**src/shared/afe_consts.svh**
```systemverilog
`ifndef AFE_CONSTS_SVH
`define AFE_CONSTS_SVH

// Register addresses (three-bit pointer)
`define REG_STATUS 3'h0
`define REG_ANALOG 3'h1
`define REG_BALANCE 3'h2
`define REG_CURRENT 3'h3
`define REG_REFCRC 3'h4
`define REG_POWER 3'h5

// Reset values
`define RST_STATUS 8'h01
`define RST_ANALOG 8'h10
`define RST_BALANCE 8'h00
`define RST_CURRENT 8'h00
`define RST_REFCRC 8'h81
`define RST_POWER 8'h00

// Writable bits; unnamed positions are never stored
`define MASK_ANALOG 8'h37
`define MASK_BALANCE 8'h3f
`define MASK_CURRENT 8'hfd
`define MASK_REFCRC 8'h81
`define MASK_POWER 8'h5f

// Field positions
`define STAT_POR 0
`define STAT_CRC_ERR 1
`define STAT_OVERCURRENT 2
`define REFCRC_CRC_EN 7
`define PWR_LOW_POWER_BLOCK 6
`define PWR_SLEEP 7

// Serial link
`define DEV_ADDR 7'h08
`define CRC_POLY 8'h07
`define BITS_PER_BYTE 4'h8

`endif

```
**src/shared/afe_pkg.sv**
```systemverilog
package afe_pkg;

  typedef enum logic [4:0] {
    S_IDLE = 5'b00001,
    S_RX   = 5'b00010,
    S_ACK  = 5'b00100,
    S_TX   = 5'b01000,
    S_MACK = 5'b10000
  } link_state_e;

  typedef struct packed {
    logic [7:0] analog_out_select;
    logic [7:0] balance_switches;
    logic [7:0] current_amp_config;
    logic [7:0] reference_crc_config;
    logic [7:0] power_control;
  } ctrl_regs_s;

endpackage : afe_pkg

```
**src/hdl/afe_sync2.sv**
```systemverilog
`timescale 1ns/10ps
module afe_sync2 #(
  parameter int WIDTH = 1
) (
  // Clock and reset
  input wire logic core_clk_i,
  input wire logic reset_i,
  // Pins in, synchronised out
  input wire logic [WIDTH-1:0] async_i,
  output logic [WIDTH-1:0] sync_o
);

  logic [WIDTH-1:0] meta;

  // First stage feeds only the second stage
  always_ff @(posedge core_clk_i or posedge reset_i) begin
    if (reset_i) begin
      meta <= '0;
      sync_o <= '0;
    end else begin
      meta <= async_i;
      sync_o <= meta;
    end
  end

endmodule : afe_sync2

```
**src/hdl/afe_crc8.sv**
```systemverilog
`timescale 1ns/10ps
`include "afe_consts.svh"
module afe_crc8 (
  // Running value and next byte
  input wire logic [7:0] crc_i,
  input wire logic [7:0] data_i,
  // Updated value
  output logic [7:0] crc_o
);

  // Bytewise update, most significant bit first
  always_comb begin
    logic [7:0] c;
    c = crc_i ^ data_i;
    for (int i = 0; i < 8; i++) begin
      c = c[7] ? ({c[6:0], 1'b0} ^ `CRC_POLY) : {c[6:0], 1'b0};
    end
    crc_o = c;
  end

endmodule : afe_crc8

```
**src/hdl/afe_control_register_bank.sv**
```systemverilog
// Overview of operation
// - Reset loads registers 0x00..0x05 with 0x01, 0x10, 0x00, 0x00, 0x81, 0x00.
// - Power-on-reset flag sets at power-up and at every wake from sleep.
// - Each write packet updates the CRC error flag with its CRC outcome.
// - Overcurrent flag follows the synchronised comparator output.
// - Cell select bits 2:0 of register 0x01 pick cell input one to six.
// - Bits 5:4 of register 0x01 pick the cell voltage output source.
// - Bits 5:0 of register 0x02 drive the six balance switches.
// - Bit 0 of register 0x03 picks current amplifier gain four or eight.
// - Bit 2 of register 0x03 picks negative or positive sense input.
// - Bit 3 of register 0x03 picks the current direction that trips.
// - Bits 7:4 of register 0x03 pick one of sixteen trip thresholds.
// - Bit 0 of register 0x04 picks one of two reference levels.
// - Bit 7 of register 0x04 enables the link CRC, on after reset.
// - Bits 4:0 of register 0x05 enable reference, bias, amplifiers, comparator.
// - Bit 6 set in the same write to register 0x05 blocks entry into sleep.
// - Writing one to bit 7 of register 0x05 enters sleep.
// - While asleep the link is silent; reads never show the sleep bit.
// - Sleep turns the regulator output off; a high alert level wakes.
`timescale 1ns/10ps
`include "afe_consts.svh"
module afe_control_register_bank
  import afe_pkg::*;
(
  // Clock and reset
  input wire logic core_clk_i,
  input wire logic reset_i,
  // Two-wire serial link, open drain data
  input wire logic scl_i,
  input wire logic sda_i,
  output logic sda_o,
  output logic sda_oe_o,
  // Analog side
  input wire logic comparator_trip_i,
  input wire logic alert_i,
  output logic regulator_output_o,
  // Control register contents
  output ctrl_regs_s ctrl_o
);

  ////////////////////////////////////////////////////////////////////////////
  // Pin synchronisers and bus conditions

  logic [3:0] pins_s;
  logic scl_q;
  logic sda_q;

  afe_sync2 #(.WIDTH(4)) u_sync (
    .core_clk_i(core_clk_i),
    .reset_i(reset_i),
    .async_i({alert_i, comparator_trip_i, sda_i, scl_i}),
    .sync_o(pins_s)
  );

  wire scl_s = pins_s[0];
  wire sda_s = pins_s[1];
  wire oc_s = pins_s[2];
  wire alert_s = pins_s[3];

  always_ff @(posedge core_clk_i or posedge reset_i) begin
    if (reset_i) begin
      scl_q <= 1'b1;
      sda_q <= 1'b1;
    end else begin
      scl_q <= scl_s;
      sda_q <= sda_s;
    end
  end

  wire scl_rise = scl_s & ~scl_q;
  wire scl_fall = ~scl_s & scl_q;
  wire start_cond = scl_s & scl_q & sda_q & ~sda_s;
  wire stop_cond = scl_s & scl_q & ~sda_q & sda_s;

  ////////////////////////////////////////////////////////////////////////////
  // Link state

  link_state_e state;
  link_state_e next_state;
  logic [3:0] bit_cnt;
  logic [7:0] shreg;
  logic [1:0] byte_idx;
  logic rw_read;
  logic [2:0] ptr;
  logic [7:0] wdata_hold;
  logic [7:0] crc_acc;
  logic data_sent;
  logic master_acked;
  logic asleep;
  logic por_flag;
  logic crc_err;
  logic oc_flag;

  wire crc_en = ctrl_o.reference_crc_config[`REFCRC_CRC_EN];
  wire byte_done = (state == S_RX) && (bit_cnt == `BITS_PER_BYTE) && scl_fall;
  wire addr_match = (shreg[7:1] == `DEV_ADDR);
  wire ack_byte = (byte_idx != 2'd0) || addr_match;
  wire tx_last_bit = (state == S_TX) && (bit_cnt == `BITS_PER_BYTE) && scl_fall;
  wire load_tx = scl_fall && (((state == S_ACK) && rw_read) ||
                              ((state == S_MACK) && master_acked));
  wire send_crc = crc_en && data_sent;

  always_comb begin
    next_state = state;
    case (state)
      S_IDLE: next_state = S_IDLE;
      S_RX: begin
        if (byte_done) next_state = ack_byte ? S_ACK : S_IDLE;
      end
      S_ACK: begin
        if (scl_fall) next_state = rw_read ? S_TX : S_RX;
      end
      S_TX: begin
        if (tx_last_bit) next_state = S_MACK;
      end
      S_MACK: begin
        if (scl_fall) next_state = master_acked ? S_TX : S_IDLE;
      end
      default: next_state = S_IDLE;
    endcase
    // Sleep silences the link outright; stop beats a start in one sample
    if (asleep) next_state = S_IDLE;
    else if (stop_cond) next_state = S_IDLE;
    else if (start_cond) next_state = S_RX;
  end

  ////////////////////////////////////////////////////////////////////////////
  // Read data and CRC

  logic [7:0] crc_calc;
  wire [7:0] status_byte = {5'h00, oc_flag, crc_err, por_flag};
  // Sleep bit is never stored, so it always reads as zero
  wire [7:0] rd_byte =
    (ptr == `REG_STATUS)  ? status_byte :
    (ptr == `REG_ANALOG)  ? ctrl_o.analog_out_select :
    (ptr == `REG_BALANCE) ? ctrl_o.balance_switches :
    (ptr == `REG_CURRENT) ? ctrl_o.current_amp_config :
    (ptr == `REG_REFCRC)  ? ctrl_o.reference_crc_config :
    (ptr == `REG_POWER)   ? ctrl_o.power_control : 8'h00;
  wire crc_seed_zero = (state == S_RX) && (byte_idx == 2'd0);
  wire [7:0] crc_in = crc_seed_zero ? 8'h00 : crc_acc;
  wire [7:0] crc_data = (state == S_RX) ? shreg : rd_byte;
  wire [7:0] tx_byte = send_crc ? crc_acc : rd_byte;

  afe_crc8 u_crc (
    .crc_i(crc_in),
    .data_i(crc_data),
    .crc_o(crc_calc)
  );

  ////////////////////////////////////////////////////////////////////////////
  // Write decode

  wire wr_byte = byte_done && !rw_read;
  wire crc_match = (shreg == crc_acc);
  wire wr_check = wr_byte && (((byte_idx == 2'd2) && !crc_en) ||
                              ((byte_idx == 2'd3) && crc_en));
  wire commit_wr = wr_check && (!crc_en || crc_match);
  wire [7:0] commit_data = crc_en ? wdata_hold : shreg;
  wire [7:0] wmask =
    (ptr == `REG_ANALOG)  ? `MASK_ANALOG :
    (ptr == `REG_BALANCE) ? `MASK_BALANCE :
    (ptr == `REG_CURRENT) ? `MASK_CURRENT :
    (ptr == `REG_REFCRC)  ? `MASK_REFCRC :
    (ptr == `REG_POWER)   ? `MASK_POWER : 8'h00;
  wire [7:0] masked_data = commit_data & wmask;
  wire sleep_req = commit_wr && (ptr == `REG_POWER) && commit_data[`PWR_SLEEP] &&
                   !commit_data[`PWR_LOW_POWER_BLOCK];
  wire wake = asleep && alert_s;
  wire next_asleep = sleep_req | (asleep & ~alert_s);
  wire read_status = load_tx && !send_crc && (ptr == `REG_STATUS);

  ////////////////////////////////////////////////////////////////////////////
  // Bit and byte engine

  always_ff @(posedge core_clk_i or posedge reset_i) begin
    if (reset_i) begin
      state <= S_IDLE;
      bit_cnt <= 4'h0;
      shreg <= 8'h00;
    end else begin
      state <= next_state;
      if (start_cond || load_tx || (state == S_ACK && scl_fall)) bit_cnt <= 4'h0;
      else if (scl_rise && (state == S_RX || state == S_TX)) bit_cnt <= bit_cnt + 4'h1;
      if (load_tx) shreg <= tx_byte;
      else if (scl_rise && state == S_RX) shreg <= {shreg[6:0], sda_s};
      else if (scl_fall && state == S_TX) shreg <= {shreg[6:0], 1'b0};
    end
  end

  always_ff @(posedge core_clk_i or posedge reset_i) begin
    if (reset_i) begin
      byte_idx <= 2'd0;
      rw_read <= 1'b0;
      ptr <= `REG_STATUS;
      wdata_hold <= 8'h00;
      master_acked <= 1'b0;
    end else begin
      if (start_cond) byte_idx <= 2'd0;
      else if (byte_done && byte_idx != 2'd3) byte_idx <= byte_idx + 2'd1;
      if (byte_done && byte_idx == 2'd0) rw_read <= shreg[0];
      if (wr_byte && byte_idx == 2'd1) ptr <= shreg[2:0];
      if (wr_byte && byte_idx == 2'd2) wdata_hold <= shreg;
      if (scl_rise && state == S_MACK) master_acked <= ~sda_s;
    end
  end

  // CRC covers address and data bytes in both directions
  always_ff @(posedge core_clk_i or posedge reset_i) begin
    if (reset_i) begin
      crc_acc <= 8'h00;
      data_sent <= 1'b0;
    end else begin
      if (byte_done && byte_idx != 2'd3) crc_acc <= crc_calc;
      else if (load_tx && !send_crc) crc_acc <= crc_calc;
      if (start_cond) data_sent <= 1'b0;
      else if (load_tx) data_sent <= ~send_crc;
    end
  end

  // Open drain: only ever pull low
  always_ff @(posedge core_clk_i or posedge reset_i) begin
    if (reset_i) begin
      sda_o <= 1'b0;
      sda_oe_o <= 1'b0;
    end else begin
      sda_o <= 1'b0;
      sda_oe_o <= !asleep && ((state == S_ACK) || (state == S_TX && !shreg[7]));
    end
  end

  ////////////////////////////////////////////////////////////////////////////
  // Control registers

  always_ff @(posedge core_clk_i or posedge reset_i) begin
    if (reset_i) begin
      ctrl_o.analog_out_select <= `RST_ANALOG;
      ctrl_o.balance_switches <= `RST_BALANCE;
      ctrl_o.current_amp_config <= `RST_CURRENT;
      ctrl_o.reference_crc_config <= `RST_REFCRC;
      ctrl_o.power_control <= `RST_POWER;
    end else if (commit_wr) begin
      // Fields go straight out to the analog blocks
      if (ptr == `REG_ANALOG) ctrl_o.analog_out_select <= masked_data;
      if (ptr == `REG_BALANCE) ctrl_o.balance_switches <= masked_data;
      if (ptr == `REG_CURRENT) ctrl_o.current_amp_config <= masked_data;
      if (ptr == `REG_REFCRC) ctrl_o.reference_crc_config <= masked_data;
      if (ptr == `REG_POWER) ctrl_o.power_control <= masked_data;
    end
  end

  ////////////////////////////////////////////////////////////////////////////
  // Status flags and sleep

  always_ff @(posedge core_clk_i or posedge reset_i) begin
    if (reset_i) begin
      por_flag <= 1'(`RST_STATUS >> `STAT_POR);
      crc_err <= 1'b0;
      oc_flag <= 1'b0;
    end else begin
      // Wake sets, a status read clears; set wins
      if (wake) por_flag <= 1'b1;
      else if (read_status) por_flag <= 1'b0;
      if (wr_check) crc_err <= crc_en && !crc_match;
      oc_flag <= oc_s;
    end
  end

  always_ff @(posedge core_clk_i or posedge reset_i) begin
    if (reset_i) begin
      asleep <= 1'b0;
      regulator_output_o <= 1'b1;
    end else begin
      asleep <= next_asleep;
      regulator_output_o <= ~next_asleep;
    end
  end
endmodule : afe_control_register_bank

```
**config.mk**
```make
export PLATFORM = sky130hd
export DESIGN_NAME = afe_control_register_bank
export DESIGN_NICKNAME = d
export VERILOG_FILES = /design/src/shared/afe_pkg.sv /design/src/hdl/afe_sync2.sv /design/src/hdl/afe_crc8.sv /design/src/hdl/afe_control_register_bank.sv
export VERILOG_INCLUDE_DIRS = /design/src /design/src/shared
export SDC_FILE = /design/constraint.sdc
export NUM_CORES = 1
export LEC_CHECK = 0
export BUFFER_PORTS_ARGS = -buffer_cell sky130_fd_sc_hd__buf_4
export CAP_MARGIN = 5
export CORE_MARGIN = 2
export CORE_UTILIZATION = 58
export CTS_BUF_LIST = sky130_fd_sc_hd__clkbuf_2
export CTS_CLUSTER_DIAMETER = 30
export DETAILED_ROUTE_END_ITERATION = 12
export PLACE_DENSITY = 0.78
export SYNTH_ARGS = -nofsm -noshare
export SYNTH_HDL_FRONTEND = slang
export SYNTH_SLANG_ARGS = --single-unit
```
**constraint.sdc**
```tcl
create_clock -name core_clk_i -period 7.8 [get_ports core_clk_i]
set_input_delay 0.78 -clock core_clk_i [delete_from_list [all_inputs] [get_ports core_clk_i]]
set_output_delay 0.78 -clock core_clk_i [all_outputs]
set_load 0.01 [all_outputs]
```
==> results.toml, run 1 <==
[cts]
clk_path_buf_depth = 2
cts_tree = "yes"
cts_buffers = 9
ctsRootBufferMaster = "clkbuf_2"
clk_pin_slew_worst_paths_ps = 280
clock-sinks = 97
cts_setup_buffers = 0
h-tree-depth = 3
ctsResizeCount = 0
insertion_delay_ps = 580
ctsHoldBuffers = 0

[layout]
layout_commonest_cell = "dfrtp_1"
register_area_um2 = 2440
layout_common_cells = "dfrtp_1 (89), nor2_1 (55), buf_4 (50)"
antenna_cells = 0
multi_input_comb_area_um2 = 2610
fillers = 687
stdcell_count = 647
fin_nets = 546
areaGrowthSynthToFinish_pct = 9.31
post-route-util_pct = 65.5
drive_above_1_share_pct = 25.0

[timing]
final_max_slew_viol_count = 0
min_period_over_period_pct = 41.9
skew_ps = 27.8
fin_hold_ws_ps = 129
rsz0062_at_grt = "false"
slew_headroom_pct = 21.4
tns_ps = 0
setup_viol_count_final = 0
fmax_mhz = 306
tightest_slew_ps = 1180
min_period_ps = 3260
hold_viol = 0

[grt]
antenna_found_initial = 0
grt_max_degree = 67
grtUsageTotal_pct = 25.3
first_global_vias = 3847
gr-usage-met3_pct = 6.10
use_met1_pct = 35.1
grt_pass1_wl_mm = 19.5
busiest_layer = "met2"
use_met2_pct = 39.6
overflow = 0

[synth]
synth_edf_count = 0
synth.net_count = 516
async_flop_share_pct = 100
synth_top_area_share_pct = 42.6
synthFlopType = "dfrtp_1"
ys_ff_latch = 97
yosysWarnings = 0
synthCells = 504
yosysUniqueCellTypes = 65
avgSynthCellArea_um2 = 10.4
yosysSeqAreaShare_pct = 46.6
synth_area_um2 = 5230
netlist_top_cells_area = "dfrtp_1 (43%), mux2_2 (9.7%), dfstp_2 (4.0%), mux2i_1 (4.0%), nor2_1 (4.0%)"
yosysTopAreaCell = "dfrtp_1"

[placement]
routabilityCongestion = 0.866
hpwl_mm = 8.52
dp_cells = 631
io_buffers = 47

[die]
row_count = 34
core_area_um2 = 8720
design.die.area_um2 = 9790
die_width_um = 98.9
fp.dieH_um = 98.9
ios = 49
start_util_pct = 59.9

[power]
vdd_ir_drop_max_mv = 0.104
leakage_nw = 2.68
power.total_mw = 0.766
p_per_area_nw_per_um2 = 134

[critical_path]
crit_fanout = 23
endpoint_kind = "register"
critPathKind = "reg -> reg"
worst_ep_required_time_ps = 8300
startpoint_type = "register"
timing.rr.end = "crc_acc[7]"
reg2reg_depth = 8
arrival_ps = 3770
rrSetupSlack_ps = 4540
regToRegStartpoint = "ptr[1]"
critPathLaunch = "ptr[1]"

[route]
drc_errors = 0
routed-via-count = 3906
first_pass_iters = 5
ant_nets = 0
drt-total-wl_mm = 11.8
initialDrtViolationCount = 302
wl_per_cell_um = 18.3
post_drt_via_cell_ratio = 6.04

[job]
maxCapViolations = 0

[worst_hold_path]
hp-class = "in -> async"

[outcome]
outcome = "finished clean"
## worst max-delay path: stages (launching register included)
cell and delay [ps]:
dfrtp_1 690, and2b_1 380, o21ai_0 120, a221oi_1 520
a21oi_1 160, a211oi_2 340, xor3_1 510, mux2_2 290
o22a_1 180
## kinds of logic (layout without fill, tap and decap cells)
kind of cell	Yosys count	count (layout)	synth area share (%)
buffers and inverters	42	77	3.35
xor gates and xnor gates	28	28	5.24
other	1	1	0.0718
muxes	71	71	15.2
DFF	97	97	46.6
and+or+nand+nor	166	166	16.3
AOI/OAI and AO/OA	93	93	11.8
adders and majority gates	6	6	1.44
## worst max path at each step
stage,slack [ps],end,cells after the start
6_report,4540,crc_acc[7],8
3_3_place_gp,4740,crc_acc[7],8
2_1_floorplan,4500,asleep,1
4_1_cts,4550,crc_acc[7],8
3_5_place_dp,4580,crc_acc[7],8
5_1_grt,4310,crc_acc[0],7
## per-stage QoR
| step | instance area [um2] | setup WS (ps) |
|---|---|---|
| final | 5710 | 4540 |
| after global routing | 5710 | 4310 |
| after CTS | 5710 | 4550 |
| after detailed placement | 5610 | 4580 |
| after global placement | 5610 | 4740 |
| after floorplan | 5230 | 4500 |
## sequential cells by signal, indices dropped and copies added, names as in the netlist, 2 cells and up
register,cells
bit_cnt,4
u_sync.meta,4
crc_acc,8
ctrl_o,40
shreg,8
wdata_hold,8
ptr,3
state,5
byte_idx,2
u_sync.sync_o,4
## metal layers
layer / part of all wire (%) / vias up
met5: 0 / -
met3: 5.0 / 22
li1: - / 1831
met4: 2.1 / 0
met1: 45 / 1927
met2: 48 / 126
## power breakdown
group	switching [mW]	internal, mW
Combinational	0.0156	0.00639
Clock	0.183	0.0490
Sequential	0.00307	0.509
## synthesized netlist by cell type, drive strengths merged (2+ instances only)
| cell | number |
|---|---|
| o22a | 4 |
| clkbuf | 17 |
| nand2b | 9 |
| dfstp | 8 |
| mux2i | 21 |
| xnor2 | 17 |
| a221oi | 2 |
| nand3 | 7 |
| a21oi | 27 |
| o41ai | 2 |
| ha | 6 |
| nand2 | 32 |
| inv | 11 |
| mux2 | 50 |
| a211oi | 3 |
| o21bai | 2 |
| dfrtp | 89 |
| o221a | 2 |
| o21ai | 21 |
| or3 | 4 |
| a31oi | 3 |
| o22ai | 4 |
| a22oi | 5 |
| nor2 | 55 |
| o21a | 3 |
| xor2 | 9 |
| buf | 14 |
| and3 | 2 |
| and2 | 12 |
| nand4 | 3 |
| nor2b | 16 |
| nor3 | 13 |
| nor3b | 2 |
| nand3b | 4 |
| a21o | 2 |
| nor4 | 2 |
| a22o | 3 |
## cell type report
type / count / area share (%)
clock inverter: 7 / 1.10
tap: 108 / 2.37
inverter: 11 / 0.767
clock buffer: 9 / 0.788
sequential: 97 / 42.7
timing repair buffer: 50 / 6.57
multi-input combinational: 365 / 45.8
Note: power is estimated with default switching activity, not from simulation.
==> run 2: changes to the inputs <==
--- a/config.mk
+++ b/config.mk
@@ -9,11 +9,11 @@
 export BUFFER_PORTS_ARGS = -buffer_cell sky130_fd_sc_hd__buf_4
 export CAP_MARGIN = 5
 export CORE_MARGIN = 2
-export CORE_UTILIZATION = 58
+export CORE_UTILIZATION = 56
 export CTS_BUF_LIST = sky130_fd_sc_hd__clkbuf_2
 export CTS_CLUSTER_DIAMETER = 30
 export DETAILED_ROUTE_END_ITERATION = 12
-export PLACE_DENSITY = 0.78
+export PLACE_DENSITY = 0.79
 export SYNTH_ARGS = -nofsm -noshare
 export SYNTH_HDL_FRONTEND = slang
 export SYNTH_SLANG_ARGS = --single-unit
==> constraint.sdc (replaced) <==
create_clock -name core_clk_i -period 2.7 [get_ports core_clk_i]
set_input_delay 0.27 -clock core_clk_i [delete_from_list [all_inputs] [get_ports core_clk_i]]
set_output_delay 0.27 -clock core_clk_i [all_outputs]
set_load 0.01 [all_outputs]
==> run 2 against run 1 <==
Hold slack improved by 190 ps. Register-to-register slack worse by 4500 ps. Sequential cell count is the same. Non-clock buffer count is 42 higher. Clock power increased to 3.0 times the previous value. Highest routed layer unchanged.
==> results.toml, run 2 (synthesized netlist as in run 1, its figures left out) <==
[layout]
layout_commonest_cell = "dfrtp_1"
fillers = 669
antenna_cells = 0
areaGrowthSynthToFinish_pct = 17.5
multi_input_comb_area_um2 = 2670
post-route-util_pct = 67.1
drive_above_1_share_pct = 32.0
register_area_um2 = 2440
layout_common_cells = "dfrtp_1 (87), buf_4 (83), nor2_1 (55)"
largest_reg_flops = 40
fin_nets = 588
regMostFlops = "ctrl_o"

[power]
p_sw_share_pct = 26.8
power.total_mw = 2.25
p_comb_share_pct = 3.4
p_switching_mw = 0.602
vdd_ir_drop_max_mv = 0.280
clockPowerShare_pct = 30.9
p_int_mw = 1.65
p_per_area_nw_per_um2 = 367
leakage_nw = 2.89
pwr-share-seq_pct = 65.7

[route]
drt-total-wl_mm = 13.0
wl_per_cell_um = 18.8
initialDrtViolationCount = 492
drc_errors = 0
first_pass_iters = 5
ant_nets = 0
post_drt_via_cell_ratio = 6.06
routed-via-count = 4196

[cts]
cts_buffers = 9
clock-sinks = 97
h-tree-depth = 3
insertion_delay_ps = 590
cts_tree = "yes"
ctsRootBufferMaster = "clkbuf_2"
clk_pin_slew_worst_paths_ps = 330
clk_path_buf_depth = 2

[critical_path]
arrival_ps = 3130
crit_fanout = 7
startpoint_type = "register"
worst_path_max_delay_cell = "dfrtp_2"
crit_buf_inv = 0
critical_path.cell_chain = "and2b_2 > o21ai_0 > a221oi_2 > a21oi_1 > a211oi_2 > xor3_1 > mux2_2 > o22a_1"
cp_top_family = "compound AO/OA/AOI/OAI gates"
worst_ep_required_time_ps = 3190
endpoint_kind = "register"
max_stage_delay_ps = 520
critPathKind = "reg -> reg"

[grt]
grt_pass1_wl_mm = 21.4
grtUsageTotal_pct = 27.1
overflow = 0
first_global_vias = 4172
grt_max_degree = 60
antenna_found_initial = 0

[outcome]
outcome = "finished clean"

[timing]
tightest_slew_ps = 851
setup_viol_count_final = 0
final_max_slew_viol_count = 0
fmax_mhz = 378
skew_ps = 62.0
rsz0062_at_grt = "true"
hold_viol = 0
slew_headroom_pct = 43.2
min_period_ps = 2640
min_period_over_period_pct = 97.9

[placement]
io_buffers = 47
routabilityCongestion = 0.997
hpwl_mm = 9.54

[die]
row_count = 35
ios = 49
die_width_um = 101
core_area_um2 = 9150
start_util_pct = 57.1
design.die.area_um2 = 10100
fp.dieH_um = 101

[worst_hold_path]
hp-class = "in -> reg"

[job]
maxCapViolations = 0
run 2: layout make-up:
cell class / instances / share of cell area, %
clock inverter: 6 / 0.999
timing repair buffer: 92 / 12.0
multi-input combinational: 365 / 43.5
clock buffer: 10 / 0.815
tap: 111 / 2.26
sequential: 97 / 39.7
inverter: 11 / 0.734
run 2: repair_timing:
action / 4_1_cts / 5_1_grt
endpoints found under the hold margin: 41 / 0
cloned: 0 / 0
setup endpoints to repair: 3 / 6
gates resized for setup: 4 / 13
pin swaps: 1 / 2
buffers inserted: 1 / 2
hold buffers: 5 / 0
run 2: worst paths after layout:
path	from	slack (ps)	cells after the start	endpoint
max	ptr[1]	60	8	crc_acc[7]
min	comparator_trip_i	320	2	u_sync.meta[2]
max reg2reg	ptr[1]	60	8	crc_acc[7]
min reg2reg	u_sync.meta[3]	380	0	u_sync.sync_o[3]
max in group asynchronous	reset_i	1500	4	state[0]
min in group asynchronous	reset_i	360	3	ctrl_o[4]
run 2: routing by layer:
| metal | up-vias | global-route usage (%) | wire, um |
|---|---|---|---|
| met5 | - | 0 | 0 |
| met4 | 0 | 8.32 | 288 |
| met2 | 176 | 43.8 | 6370 |
| met1 | 2086 | 37.8 | 5530 |
| met3 | 29 | 4.44 | 803 |
| li1 | 1905 | - | - |
run 2: power groups by stage:
| stage | logic, mW | clock network (mW) | registers [mW] |
|---|---|---|---|
| 4_1_cts | 0.0786 | 0.702 | 1.48 |
| 2_1_floorplan | 0.0485 | 0 | 1.50 |
| 6_report | 0.0775 | 0.695 | 1.48 |
| 3_5_place_dp | 0.0730 | 0 | 1.50 |
| 5_1_grt | 0.0887 | 0.777 | 1.48 |
| 3_3_place_gp | 0.0708 | 0 | 1.50 |
run 2: through the flow:
| stage | std cells | hold WS [ps] | setup TNS, ps | area [um2] | setup slack [ps] |
|---|---|---|---|---|---|
| 2_1_floorplan | 504 | 301 | 0 | 5230 | 129 |
| 3_3_place_gp | 668 | 334 | 0 | 5890 | 94.2 |
| 3_5_place_dp | 668 | 336 | -22.0 | 5890 | -14.1 |
| 4_1_cts | 690 | 297 | 0 | 6080 | 35.4 |
| 5_1_grt | 692 | 263 | -90.6 | 6140 | -46.0 |
| 6_report | 692 | 318 | 0 | 6140 | 56.6 |
==> run 3: changes to the inputs <==
--- a/config.mk
+++ b/config.mk
@@ -7,13 +7,14 @@
 export NUM_CORES = 1
 export LEC_CHECK = 0
 export BUFFER_PORTS_ARGS = -buffer_cell sky130_fd_sc_hd__buf_4
-export CAP_MARGIN = 5
+export CAP_MARGIN = 20
 export CORE_MARGIN = 2
-export CORE_UTILIZATION = 56
+export CORE_UTILIZATION = 55
 export CTS_BUF_LIST = sky130_fd_sc_hd__clkbuf_2
 export CTS_CLUSTER_DIAMETER = 30
 export DETAILED_ROUTE_END_ITERATION = 12
-export PLACE_DENSITY = 0.79
+export PLACE_DENSITY = 0.78
+export SLEW_MARGIN = 20
 export SYNTH_ARGS = -nofsm -noshare
 export SYNTH_HDL_FRONTEND = slang
 export SYNTH_SLANG_ARGS = --single-unit
==> run 3 against run 2 <==
Die area up 1.7%. Fmax increased by 0.40%. Setup slack improved by 11 ps. Sequential share of layout area fell by 0.38 points. Global-route usage decreased by 1.4 points. Clock skew is 18 ps lower. Count of clock-buffer cells in the layout is 1 lower. Cell count up 3.8%. Register-to-register slack barely moved. Critical path depth up 1. Hold slack worse by 140 ps. Sequential power hardly changed. Largest power group unchanged.
==> results.toml, run 3 (synthesized netlist as in run 1, its figures left out) <==
[route]
ant_nets = 0
post_drt_via_cell_ratio = 5.81
drc_errors = 0
initialDrtViolationCount = 324
first_pass_iters = 5
drt-total-wl_mm = 12.7
wl_per_cell_um = 17.7
routed-via-count = 4170

[layout]
antenna_cells = 0
areaGrowthSynthToFinish_pct = 18.7
design_area_um2 = 6200
layout_commonest_cell = "buf_4"
fillers = 693
fin_nets = 596
post-route-util_pct = 67.1
drive_above_1_share_pct = 32.4
register_area_um2 = 2440
multi_input_comb_area_um2 = 2660
largest_reg_flops = 40
layout_common_cells = "buf_4 (93), dfrtp_1 (86), nor2_1 (55)"
regMostFlops = "ctrl_o"

[placement]
dp_slack_ps = -32.2
place_area_um2 = 5970
hpwl_mm = 9.24
routabilityCongestion = 0.932
io_buffers = 47

[cts]
ctsRootBufferMaster = "clkbuf_2"
h-tree-depth = 3
clk_path_buf_depth = 2
cts_tree = "yes"
cts_buffers = 9
clk_pin_slew_worst_paths_ps = 320
insertion_delay_ps = 590
clock-sinks = 97

[critical_path]
critPathKind = "reg -> reg"
worst_ep_required_time_ps = 3220
crit_fanout = 10
arrival_ps = 3160
startpoint_type = "register"
endpoint_kind = "register"

[job]
maxCapViolations = 0

[timing]
slew_headroom_pct = 55.9
skew_ps = 44.1
tightest_slew_ps = 657
fmax_mhz = 380
setup_viol_count_final = 0
setup_slack_ps = 67.1
rsz0062_at_grt = "false"
min_period_ps = 2630
final_max_slew_viol_count = 0
min_period_over_period_pct = 97.5
hold_viol = 0

[grt]
grtUsageTotal_pct = 25.7
antenna_found_initial = 0
first_global_vias = 4038
grt_pass1_wl_mm = 20.6
overflow = 0
grt_max_degree = 55

[die]
ios = 49
row_count = 35
die_width_um = 101
fp.dieH_um = 101
start_util_pct = 56.6
core_area_um2 = 9240
design.die.area_um2 = 10300

[power]
p_per_area_nw_per_um2 = 362
vdd_ir_drop_max_mv = 0.277
leakage_nw = 2.93

[worst_hold_path]
hp-class = "in -> async"

[outcome]
outcome = "finished clean"
==> run 3: cell count changes in the layout (fill, tap and decap cells not counted), sizes merged <==
cell    change
buf         +8
clkinv      +2
clkbuf      -1
inv         -1
==> run 3: critical path, stage by stage, from the launching register on <==
cell	delay (ps)
dfrtp_1	480
buf_4	190
nand2b_1	270
o21ai_0	330
a32oi_2	220
a21oi_2	250
xor2_1	250
xnor2_2	180
mux2_2	370
nand3_1	60
==> run 3: worst paths after layout <==
check / from / to / slack (ps) / depth (start not counted)
min in group core_clk_i: comparator_trip_i / u_sync.meta[2] / 320 / 2
max: ptr[1] / crc_acc[0] / 70 / 9
min reg2reg: u_sync.meta[3] / u_sync.sync_o[3] / 390 / 0
max reg2reg: ptr[1] / crc_acc[0] / 70 / 9
min: reset_i / u_sync.meta[2] / 180 / 3
max in group asynchronous: reset_i / ctrl_o[36] / 1790 / 4
==> run 3: report_power, final <==
group	switching, mW	internal [mW]	leakage [nW]	total (mW)
sequential	0.00815	1.47	1.30	1.48
combinational	0.0506	0.0295	1.56	0.0801
clock	0.544	0.141	0.0648	0.685
==> run 3: per-stage QoR <==
step,power [mW],hold WS (ps),setup TNS (ps),std cells
2_1_floorplan,1.55,301,0,504
3_3_place_gp,1.57,297,0,694
3_5_place_dp,1.58,307,-32.2,694
4_1_cts,2.25,184,0,715
5_1_grt,2.32,186,0,718
6_report,2.24,180,0,718
==> run 3: repair_timing <==
action	CTS	global route
endpoints found under the hold margin	22	0
gates resized for setup	3	8
buffers inserted	0	3
pin swaps	0	0
hold buffers	5	0
endpoints found under the setup margin	3	5
==> run 3: layout make-up <==
| class | count | share of cell area [%] |
|---|---|---|
| Clock buffer | 9 | 0.726 |
| Clock inverter | 7 | 1.05 |
| Inverter | 11 | 0.726 |
| Multi-Input combinational cell | 365 | 42.8 |
| Sequential cell | 97 | 39.4 |
| Tap cell | 129 | 2.60 |
| Timing Repair Buffer | 100 | 12.7 |
==> run 3: metal layers <==
layer	vias to the layer above	part of all wire [%]	GRT usage (%)
met5	-	0	0
met4	0	1.5	7.28
met3	17	5.9	3.59
met2	146	48	40.5
met1	2077	45	37.5
li1	1930	-	-
